==> src/inc/dscg_pkg.sv <==
// Purpose: constants and types shared by the dual source clock generator
// Assumes: oscillator clocks arrive as plain pins and are sampled on clk_sys
// Notes: register images are byte wide; only the bits named here are live

package dscg_pkg;

    // bit positions inside the register images
    localparam int unsigned SEL_BIT = 0;
    localparam int unsigned STATUS_BIT = 1;
    localparam int unsigned X1_STOP_BIT = 7;
    localparam int unsigned INT_STOP_BIT = 0;
    localparam int unsigned STAB_SEL_W = 3;

    // reset values
    localparam logic [2:0] STAB_SEL_RESET = 3'h5;
    localparam logic [7:0] REG_ZERO = 8'h00;

    // internal oscillator edges that gate the cpu after reset release
    localparam int unsigned START_EDGES = 17;

    // stabilization counter spans 2^16 x1 edges
    localparam int unsigned STAB_CNT_W = 17;
    localparam int unsigned STAB_BITS = 5;

    // stabilization time select codes and their powers of two
    localparam logic [2:0] STAB_SEL_11 = 3'h1;
    localparam logic [2:0] STAB_SEL_13 = 3'h2;
    localparam logic [2:0] STAB_SEL_14 = 3'h3;
    localparam logic [2:0] STAB_SEL_15 = 3'h4;
    localparam logic [2:0] STAB_SEL_16 = 3'h5;
    localparam int unsigned EXP_11 = 11;
    localparam int unsigned EXP_13 = 13;
    localparam int unsigned EXP_14 = 14;
    localparam int unsigned EXP_15 = 15;
    localparam int unsigned EXP_16 = 16;

    // operating states of the generator
    typedef enum logic [2:0] {
        DSCG_RESET,
        DSCG_START,
        DSCG_RUN,
        DSCG_HALT,
        DSCG_STOP,
        DSCG_STAB
    } dscg_mode_t;

endpackage : dscg_pkg

==> src/hdl/dscg_clock_gen.sv <==
// Purpose: picks the cpu and peripheral clock from the x1 or internal oscillator
// Assumes: x1_clk_in and int_osc_clk_in are far slower than clk_sys (250 MHz)
// Notes: cpu and peripheral clocks leave as one-cycle enables on clk_sys

`timescale 1ns/1ps
`default_nettype none

// How it works
// any reset clears the cpu clock select bit, internal oscillator drives cpu
// after reset release cpu enables wait for 17 internal oscillator edges
// both oscillators are held stopped during reset
// software checks stabilization status before selecting x1
// cpu clock status sits at bit 1 of the main clock mode register
// software stops internal oscillator only while status reads one
// software stops x1 only while status reads zero
// x1 stop at bit 7 of its control register, internal stop at bit 0
// stop release on x1 waits the selected stabilization time
// reset release and stop release on internal clock insert no stabilization wait
// prescaler enable follows the x1 or internal edges per cpu source
// after stop the cpu resumes on the source selected before stop
// during halt peripherals keep running on the pre-halt cpu clock
// x1 stop acts only while the internal oscillator runs
// software never sets both stop bits at once
// internal stop bit acts only with the stoppable option
// stoppable option: watchdog halts in halt and stop, oscillator may run
// non-stoppable option: watchdog counts on internal clock even in stop
// pin, power-on clear, low voltage and watchdog all enter reset
// x1 stop while cpu runs on x1 leaves x1 running
// stabilization status bits set in order from the shortest and stay set
// stoppable option is a strap latched while reset is held
// status changes only when the source switch has completed
module dscg_clock_gen #(
    parameter int unsigned START_WAIT = dscg_pkg::START_EDGES
) (
    input wire logic clk_sys,
    input wire logic rst_n,
    input wire logic ext_reset_n,
    input wire logic power_on_clear,
    input wire logic low_voltage_detect,
    input wire logic watchdog_reset,
    input wire logic int_osc_stoppable_opt,
    input wire logic x1_clk_in,
    input wire logic int_osc_clk_in,
    input wire logic [7:0] reg_wdata,
    input wire logic main_clock_mode_wr,
    input wire logic x1_osc_control_wr,
    input wire logic int_osc_mode_wr,
    input wire logic stab_time_select_wr,
    input wire logic halt_req,
    input wire logic stop_req,
    input wire logic wake,
    output logic [7:0] main_clock_mode_reg,
    output logic [7:0] x1_osc_control_reg,
    output logic [7:0] int_osc_mode_reg,
    output logic [7:0] stab_count_status_reg,
    output logic [7:0] stab_time_select_reg,
    output logic x1_osc_enable,
    output logic int_osc_enable,
    output logic cpu_clk_en,
    output logic periph_clk_en,
    output logic watchdog_run,
    output logic watchdog_clk_en,
    output logic in_reset
);

    typedef struct packed {
        dscg_pkg::dscg_mode_t st;
        logic [4:0] start_cnt;
        logic [dscg_pkg::STAB_CNT_W-1:0] stab_cnt;
        logic [dscg_pkg::STAB_BITS-1:0] stab_st;
        logic cap_sel;
        logic stoppable;
        logic sel;
        logic status;
        logic x1_stop;
        logic int_stop;
        logic [dscg_pkg::STAB_SEL_W-1:0] stab_sel;
        logic x1_run;
        logic int_run;
        logic cpu_en;
        logic per_en;
        logic wdt_run;
        logic wdt_en;
        logic x1_s1;
        logic x1_s2;
        logic x1_s3;
        logic ir_s1;
        logic ir_s2;
        logic ir_s3;
        logic rs_s1;
        logic rs_s2;
        logic rst_st;
    } dscg_state_t;

    dscg_state_t q;
    dscg_state_t d;

    // stabilization threshold for a select code, in x1 edges
    function automatic logic [dscg_pkg::STAB_CNT_W-1:0] dscg_thresh(
        input logic [dscg_pkg::STAB_SEL_W-1:0] code
    );
        int unsigned e;
        e = dscg_pkg::EXP_16;
        case (code)
            dscg_pkg::STAB_SEL_11: e = dscg_pkg::EXP_11;
            dscg_pkg::STAB_SEL_13: e = dscg_pkg::EXP_13;
            dscg_pkg::STAB_SEL_14: e = dscg_pkg::EXP_14;
            dscg_pkg::STAB_SEL_15: e = dscg_pkg::EXP_15;
            default: e = dscg_pkg::EXP_16;
        endcase
        return dscg_pkg::STAB_CNT_W'(1) << e;
    endfunction : dscg_thresh

    // thresholds of the status bits, first entry (for status bit 4) is the shortest time
    logic [dscg_pkg::STAB_BITS-1:0][dscg_pkg::STAB_CNT_W-1:0] stab_lim;
    genvar gi;
    generate
        for (gi = 0; gi < dscg_pkg::STAB_BITS; gi++) begin : g_lim
            assign stab_lim[gi] = dscg_thresh(3'(gi + 1));
        end
    endgenerate

    logic any_rst;
    logic x1_edge;
    logic ir_edge;
    logic src_edge;
    logic [dscg_pkg::STAB_CNT_W-1:0] cap;
    logic stab_done;
    logic int_stop_eff;
    logic x1_stop_eff;

    // next-state logic for the whole generator
    always_comb begin
        d = q;
        // pin synchronisers; the first stage feeds only the second
        d.x1_s1 = x1_clk_in;
        d.x1_s2 = q.x1_s1;
        d.x1_s3 = q.x1_s2;
        d.ir_s1 = int_osc_clk_in;
        d.ir_s2 = q.ir_s1;
        d.ir_s3 = q.ir_s2;
        d.rs_s1 = ext_reset_n;
        d.rs_s2 = q.rs_s1;

        any_rst = !q.rs_s2 || power_on_clear || low_voltage_detect || watchdog_reset;
        x1_edge = q.x1_s2 && !q.x1_s3 && q.x1_run;
        ir_edge = q.ir_s2 && !q.ir_s3 && q.int_run;
        src_edge = q.status ? x1_edge : ir_edge;
        cap = q.cap_sel ? dscg_thresh(q.stab_sel) : stab_lim[dscg_pkg::STAB_BITS-1];
        stab_done = (q.stab_cnt >= dscg_thresh(q.stab_sel));

        d.cpu_en = 1'b0;
        d.per_en = 1'b0;
        d.wdt_en = 1'b0;

        // software writes, taken outside reset only
        if (q.st != dscg_pkg::DSCG_RESET) begin
            if (main_clock_mode_wr) begin
                d.sel = reg_wdata[dscg_pkg::SEL_BIT];
            end
            if (x1_osc_control_wr) begin
                d.x1_stop = reg_wdata[dscg_pkg::X1_STOP_BIT];
            end
            if (int_osc_mode_wr) begin
                d.int_stop = reg_wdata[dscg_pkg::INT_STOP_BIT];
            end
            if (stab_time_select_wr) begin
                d.stab_sel = reg_wdata[dscg_pkg::STAB_SEL_W-1:0];
            end
        end

        // oscillator run controls
        int_stop_eff = q.stoppable && q.int_stop && q.status && !q.x1_stop;
        x1_stop_eff = q.x1_stop && !q.status && q.int_run;
        d.int_run = !int_stop_eff;
        d.x1_run = !x1_stop_eff && (q.st != dscg_pkg::DSCG_STOP);

        // stabilization counter restarts whenever x1 is not running
        if (!q.x1_run) begin
            d.stab_cnt = '0;
            d.stab_st = '0;
        end else if (x1_edge && (q.stab_cnt < cap)) begin
            d.stab_cnt = q.stab_cnt + 1'b1;
        end
        // status bits set in order and stay set until x1 stops
        for (int i = 0; i < dscg_pkg::STAB_BITS; i++) begin
            if (q.x1_run && (q.stab_cnt >= stab_lim[i])) begin
                d.stab_st[dscg_pkg::STAB_BITS-1-i] = 1'b1;
            end
        end

        // watchdog runs unless the stoppable option idles it in standby
        d.wdt_run = !(q.stoppable && ((q.st == dscg_pkg::DSCG_HALT)
            || (q.st == dscg_pkg::DSCG_STOP) || (q.st == dscg_pkg::DSCG_STAB)));
        d.wdt_en = q.wdt_run && ir_edge && (q.st != dscg_pkg::DSCG_RESET);

        case (q.st)
            dscg_pkg::DSCG_RESET: begin
                d.stoppable = int_osc_stoppable_opt;
                d.start_cnt = '0;
                if (!any_rst) begin
                    d.st = dscg_pkg::DSCG_START;
                end
            end
            dscg_pkg::DSCG_START: begin
                if (ir_edge) begin
                    d.start_cnt = q.start_cnt + 1'b1;
                    if (32'(q.start_cnt) + 1 >= START_WAIT) begin
                        d.st = dscg_pkg::DSCG_RUN;
                    end
                end
            end
            dscg_pkg::DSCG_RUN: begin
                d.cpu_en = src_edge;
                d.per_en = src_edge;
                // status flips on the first edge of the target clock
                if (q.sel && !q.status && x1_edge) begin
                    d.status = 1'b1;
                end else if (!q.sel && q.status && ir_edge) begin
                    d.status = 1'b0;
                end
                if (stop_req) begin
                    d.st = dscg_pkg::DSCG_STOP;
                end else if (halt_req) begin
                    d.st = dscg_pkg::DSCG_HALT;
                end
            end
            dscg_pkg::DSCG_HALT: begin
                d.per_en = src_edge;
                if (wake) begin
                    d.st = dscg_pkg::DSCG_RUN;
                end
            end
            dscg_pkg::DSCG_STOP: begin
                if (wake) begin
                    if (q.status) begin
                        d.st = dscg_pkg::DSCG_STAB;
                        d.cap_sel = 1'b1;
                    end else begin
                        d.st = dscg_pkg::DSCG_RUN;
                    end
                end
            end
            dscg_pkg::DSCG_STAB: begin
                if (q.x1_run && stab_done) begin
                    d.st = dscg_pkg::DSCG_RUN;
                end
            end
            default: begin
                d.st = dscg_pkg::DSCG_RESET;
            end
        endcase

        // a fresh stop counts the full range until the next stop release
        if (q.st == dscg_pkg::DSCG_RUN && q.x1_stop && !q.status) begin
            d.cap_sel = 1'b0;
        end

        // every reset source forces the reset state
        if (any_rst) begin
            d.st = dscg_pkg::DSCG_RESET;
            d.sel = 1'b0;
            d.status = 1'b0;
            d.x1_stop = 1'b0;
            d.int_stop = 1'b0;
            d.stab_sel = dscg_pkg::STAB_SEL_RESET;
            d.cap_sel = 1'b0;
            d.x1_run = 1'b0;
            d.int_run = 1'b0;
            d.cpu_en = 1'b0;
            d.per_en = 1'b0;
            d.wdt_en = 1'b0;
            d.stab_cnt = '0;
            d.stab_st = '0;
        end
        // reset state flag kept in a flop so the output needs no decode
        d.rst_st = (d.st == dscg_pkg::DSCG_RESET);
    end

    // state register
    always_ff @(posedge clk_sys or negedge rst_n) begin
        if (!rst_n) begin
            q <= '{st: dscg_pkg::DSCG_RESET, stab_sel: dscg_pkg::STAB_SEL_RESET,
                   wdt_run: 1'b1, rst_st: 1'b1, default: '0};
        end else begin
            q <= d;
        end
    end

    // register images and controls straight from the state register
    assign main_clock_mode_reg = {6'h00, q.status, q.sel};
    assign x1_osc_control_reg = {q.x1_stop, 7'h00};
    assign int_osc_mode_reg = {7'h00, q.int_stop};
    assign stab_count_status_reg = {3'h0, q.stab_st};
    assign stab_time_select_reg = {5'h00, q.stab_sel};
    assign x1_osc_enable = q.x1_run;
    assign int_osc_enable = q.int_run;
    assign cpu_clk_en = q.cpu_en;
    assign periph_clk_en = q.per_en;
    assign watchdog_run = q.wdt_run;
    assign watchdog_clk_en = q.wdt_en;
    assign in_reset = q.rst_st;

endmodule : dscg_clock_gen

`default_nettype wire

==> config.mk <==
export PLATFORM = sky130hd
export DESIGN_NAME = dscg_clock_gen
export DESIGN_NICKNAME = d
export VERILOG_FILES = /design/src/inc/dscg_pkg.sv /design/src/hdl/dscg_clock_gen.sv
export SDC_FILE = /design/constraint.sdc
export NUM_CORES = 1
export LEC_CHECK = 0
export BUFFER_PORTS_ARGS = -buffer_cell sky130_fd_sc_hd__clkbuf_2
export CAP_MARGIN = 20
export CORE_UTILIZATION = 55
export CTS_CLUSTER_DIAMETER = 100
export DETAILED_ROUTE_END_ITERATION = 6
export PLACE_DENSITY = 0.8
export SETUP_SLACK_MARGIN = 0.05
export SYNTH_ARGS = -nofsm -noshare
export SYNTH_HDL_FRONTEND = slang
export SYNTH_SLANG_ARGS = --single-unit
export TNS_END_PERCENT = 20
==> constraint.sdc <==
create_clock -name clk_sys -period 3 [get_ports clk_sys]
set_input_delay 0.15 -clock clk_sys [delete_from_list [all_inputs] [get_ports clk_sys]]
set_output_delay 0.15 -clock clk_sys [all_outputs]
set_load 0.1 [all_outputs]
# After elaboration in Yosys (flattened, before gate mapping)
# Index checks and enable logic that the tools add are counted.
[classes] n_mux=40 addsub=3 n_eq_ne=17 n_shift=1 reduce_logical=62 order_cmp=8
[op_table] operator="$mux W17" n=3
[op_table] operator="$shl A1 B32 Y17 const A" n=1
[op_table] operator="$mux W3" n=9
[op_table] operator="$logic_and A1 B1 Y1" n=26
[op_table] operator="$mux W23" n=1
[op_table] operator="$mux W1" n=20
[op_table] operator="$pmux W5 S4" n=1
[op_table] operator="$ne A3 B1 Y1 const B" n=6
[op_table] operator="$pmux W3 S6" n=1
[op_table] operator="$add A17 B1 Y17 const B" n=1
[op_table] operator="$ge A17 B12 Y1 const B" n=1
[op_table] operator="$ge A17 B14 Y1 const B" n=1
[op_table] operator="$ge A17 B15 Y1 const B" n=1
[op_table] operator="$ge A17 B16 Y1 const B" n=1
[op_table] operator="$ge A17 B17 Y1" n=1
[op_table] operator="$ge A17 B17 Y1 const B" n=1
[op_table] operator="$lt A17 B17 Y1" n=1
[op_table] operator="$reduce_bool A3 Y1" n=5
[op_table] operator="$reduce_bool A2 Y1" n=7
[op_table] operator="$eq A3 B2 Y1 const B" n=4
[op_table] operator="$reduce_and A2 Y1" n=6
[op_table] operator="$mux W11" n=1
[op_table] operator="$mux W5" n=2
[op_table] operator="$pmux W5 S2" n=1
[op_table] operator="other kinds (13)" n=29
[totals] elab_cells=161 ff_bits=54

# Depth between registers and ports, before layout
[logic_depth] ltp_word=9 ltp_mapped=12 depth_no_buf=10

# Least setup slack after synthesis
# OpenSTA, ideal clock, no wires.
[synth_path] kind="reg-to-reg" start="register q, in the netlist stab_time_select_reg[0]" end="register q[33] (netlist bit)" period_less_slack_ns=2.666 setup_time_ns=0.078 path_slack_ns=0.334 t_arrival_ns=2.588 stages_incl_launch_ff=12 path_cell_list="dfstp_2 nor2_1 xnor2_1 and2_1 ha_1 o21a_1 a2111oi_4 o21a_4 o21ai_2 buf_6 or4_1 a21oi_1"
[synth_between] elab_chain_len=7
[synth_lines] item="start: declaration" line_no="dscg_clock_gen.sv:95" source="dscg_state_t q;"
[synth_lines] item="start signal: assignment" line_no="dscg_clock_gen.sv:283" source="q <= '{st: dscg_pkg::DSCG_RESET, stab_sel: dscg_pkg::STAB_SEL_RESET,"
[synth_lines] item="$eq A3 B3 Y1, or another cell as far along" line_no="dscg_clock_gen.sv:104" source="case (code)"
[synth_lines] item="$pmux W5 S4 *" line_no="dscg_clock_gen.sv:104"
[synth_lines] item="$shl A1 B32 Y17 *" line_no="dscg_clock_gen.sv:111" source="return dscg_pkg::STAB_CNT_W'(1) << e;"
[synth_lines] item="$mux W17 *" line_no="dscg_clock_gen.sv:149" source="cap = q.cap_sel ? dscg_thresh(q.stab_sel) : stab_lim[dscg_pkg::STAB_BITS-1];"
[synth_lines] item="$lt A17 B17 Y1 *" line_no="dscg_clock_gen.sv:182" source="end else if (x1_edge && (q.stab_cnt < cap)) begin"
[synth_lines] item="$logic_and A1 B1 Y1 *" line_no="dscg_clock_gen.sv:182"
[synth_lines] item="$ne A3 B1 Y1 (no source line) *"
# Every way passes the cells marked *; elsewhere a longest branch is shown, timed or not.
# A chain may end at the register's enable or synchronous reset.

# Worst setup path after layout
[layout_path] start="register q, in the netlist stab_time_select_reg[0]" end="register q[43] (netlist bit)"
# The elaborated chain is that of the path after synthesis.

==> results.cfg <==
[global_routing]
overflow = 0
grt_first_pass_wirelength_mm = 11.41
first_global_vias = 2504
antenna_found_initial = 0
track_usage = 0.2264
grt_max_degree = 44

[timing]
maxSlewViolCount = 0
clock.fmax_mhz = 356.1
rsz0062_at_grt = no
period_needed_ps = 2808
maxSlewHeadroom = 0.4939
setup_violations = 0
max_slew.worst_pin.slew_ps = 757.3
period_share = 0.9360
hold_viol_final = 0
holdWs_ps = 38.78
fin_skew_ps = 6.073

[synthesis]
async_flop_share = 1.000
synth_top_area_share = 0.3712
yosysMostFrequentCell = dfrtp_1
yosysSeqAreaShare = 0.4024
postSynthAreaPerCell_sq_um = 9.210
synthTopCellsByArea = dfrtp_1, ha_1, buf_4, a21oi_1, nand2_1
synth_edf_count = 0
syn_inst = 366
syn_area_sq_um = 3371
yosysWarningCount = 0
synth_cell_types = 47
ys_ff_latch = 54
synth_top_area_cell = dfrtp_1
ys.flop_type = dfrtp_1
synth_common_cells = dfrtp_1, buf_4, nand2_1

[worst_setup_path]
arrival_ps = 3030
worst_setup_path_start_kind = flop
cp_max_fo = 11
worstSetupStartpoint = stab_time_select_reg[0]
crit_type = reg2reg
cp-endpoint = q[43]
end_kind = flop
r2r_cells = 10
r2r_end = q[43]
cp_data_required_time_ps = 3220
ff2ff_setup_slack_ps = 190
r2r_start = stab_time_select_reg[0]

[die]
die_height_um = 80.29
die_w_um = 80.29
fp.coreArea_sq_um = 5921
ios = 71
die_area_sq_um = 6446
start_util = 0.5693
placementRows = 28

[detailed_routing]
first_pass_iters = 5
route.vias.total = 2724
detail-route-antenna-nets = 0
wl_met3_um = 286
highest_layer = met4
met1Wirelength_mm = 2.855
drt_iter0_drc = 155
wl_per_cell_um = 13.53
drt_wl_total_mm = 6.656
wl_met2_mm = 3.416
via_per_inst = 5.537
drc = 0

[clock_tree]
cts-htree-levels = 2
cts_buffer_depth = 2
clkTransAtPathRegs_ps = 100
clkLatencyLatePin_ps = 310
clock-root-buffer = clkbuf_8
cts_buffers = 5
clock_sinks = 54
cts_tree = built

[layout]
drive_above_1_share = 0.1703
fin_nets = 466
n_antenna_cell = 0
utilization = 0.6306
synthToLayoutAreaGrowth_pct = 10.76
fin_area_sq_um = 3734
largest_reg_flops = 30

[run]
drv_cap = 0

[pwr]
power_frac_clock = 0.338
p_sw_mw = 0.4507
ir_drop_mv = 0.2422
intPower_mw = 1.014
seq_power_share = 0.506
switching_share = 0.3077
power.leakage_nw = 1.673
power_mw = 1.465
powerDensity_nw_per_um2 = 392.3
pwr-share-comb = 0.156

[placement]
postPlaceCellArea_sq_um = 3497
hpwl_mm = 4.801
port-buffer-count = 38
gp_congestion = 0.8498

[hold_path]
hp-class = in2reg

[run_status]
status = completed
[through the flow]
stage	setup TNS [ps]	cells	setup WS, ps
2_1_floorplan	0	404	333.6
3_3_place_gp	0	473	53.68
3_5_place_dp	-29.55	473	-29.55
4_1_cts	0	487	141.6
5_1_grt	0	492	65.17
6_report	0	492	192.1
[power by group through the flow]
stage / Combinational (mW) / Clock [mW] / Sequential [mW]
2_1_floorplan: 0.206 / 0 / 0.761
3_3_place_gp: 0.218 / 0 / 0.755
3_5_place_dp: 0.220 / 0 / 0.755
4_1_cts: 0.224 / 0.512 / 0.741
5_1_grt: 0.241 / 0.545 / 0.742
6_report: 0.228 / 0.496 / 0.741
[worst max-delay path: stages, from the launching register on]
cell and delay (ps):
dfstp_2 390, buf_4 130, buf_4 150, nand3b_1 160
ha_1 200, a211o_1 320, a2111oi_4 390, o21a_4 210
o21ai_4 100, or4_1 530, a21oi_1 150
[worst min path at each step]
stage,start,cells after the start,endpoint,slack [ps]
floorplan,rst_n,0,cpu_clk_en,-150
global placement,ext_reset_n,1,d[1],260
detailed placement,int_osc_clk_in,1,d[4],260
CTS,rst_n,1,q[34],40
global route,int_osc_stoppable_opt,3,q[22],40
finish,int_osc_stoppable_opt,3,q[22],40
[cell usage in the layout, fill, tap and decap left out, types with 2 or more instances in the layout]
| master | netlist | layout |
|---|---|---|
| a211oi_1 | 4 | 4 |
| ha_1 | 26 | 26 |
| nor4_1 | 4 | 4 |
| a211o_1 | 2 | 2 |
| nor3_1 | 10 | 10 |
| a21oi_1 | 33 | 33 |
| xor2_1 | 3 | 3 |
| dlygate4sd3_1 | 0 | 4 |
| nand3b_1 | 2 | 2 |
| clkbuf_2 | 0 | 38 |
| nand2b_1 | 3 | 3 |
| buf_4 | 40 | 11 |
| dfstp_2 | 4 | 4 |
| mux2i_1 | 2 | 2 |
| conb_1 | 2 | 40 |
| nand4_1 | 4 | 4 |
| nand2_1 | 36 | 36 |
| inv_1 | 13 | 13 |
| a21o_1 | 3 | 3 |
| nor2_1 | 20 | 19 |
| nor2b_1 | 3 | 3 |
| dfrtp_1 | 50 | 50 |
| o21ai_0 | 17 | 17 |
| and2_1 | 4 | 4 |
| and4_1 | 2 | 2 |
| nand3_1 | 19 | 19 |
| o211ai_1 | 5 | 5 |
| o21a_1 | 3 | 3 |
| or3_1 | 8 | 8 |
| a31oi_1 | 3 | 3 |
| o2111ai_1 | 2 | 2 |
| clkbuf_8 | 0 | 5 |
| or4_1 | 5 | 5 |
| a2111oi_4 | 2 | 2 |
| o31ai_1 | 8 | 8 |
[layout make-up]
type | count | area (sq um)
fillers | 494 | 2187
multi-input cells | 288 | 1789
flip-flops and latches | 54 | 1356
repair buffers | 54 | 332.8
well taps | 75 | 93.84
clock buffers | 5 | 68.82
inverters | 13 | 48.80
clock inverters | 3 | 43.79
[kinds of logic after synthesis]
family,synth area share
AO/OA/AOI/OAI,0.1767
XOR/XNOR,0.01299
adder cells (fa/ha/maj),0.09651
buffers and inverters,0.1169
flip-flops,0.4024
multiplexers,0.005939
other,0.002228
AND/OR/NAND/NOR,0.1863
[routing by layer]
metal  up-vias  track usage
li1       1334            -
met1      1299       0.3032
met2        79       0.3778
met3        12      0.03182
met4         0      0.06964
met5         -            0
[repair_timing]
action / CTS / global route
pin swaps: 0 / 2
hold buffers: 3 / 1
setup buffers: 3 / 2
resized for setup: 1 / 2
cloned: 0 / 1
hold endpoints to repair: 3 / 9
endpoints found under the setup margin: 5 / 7
No activity file was read; power rests on OpenSTA's default activity.
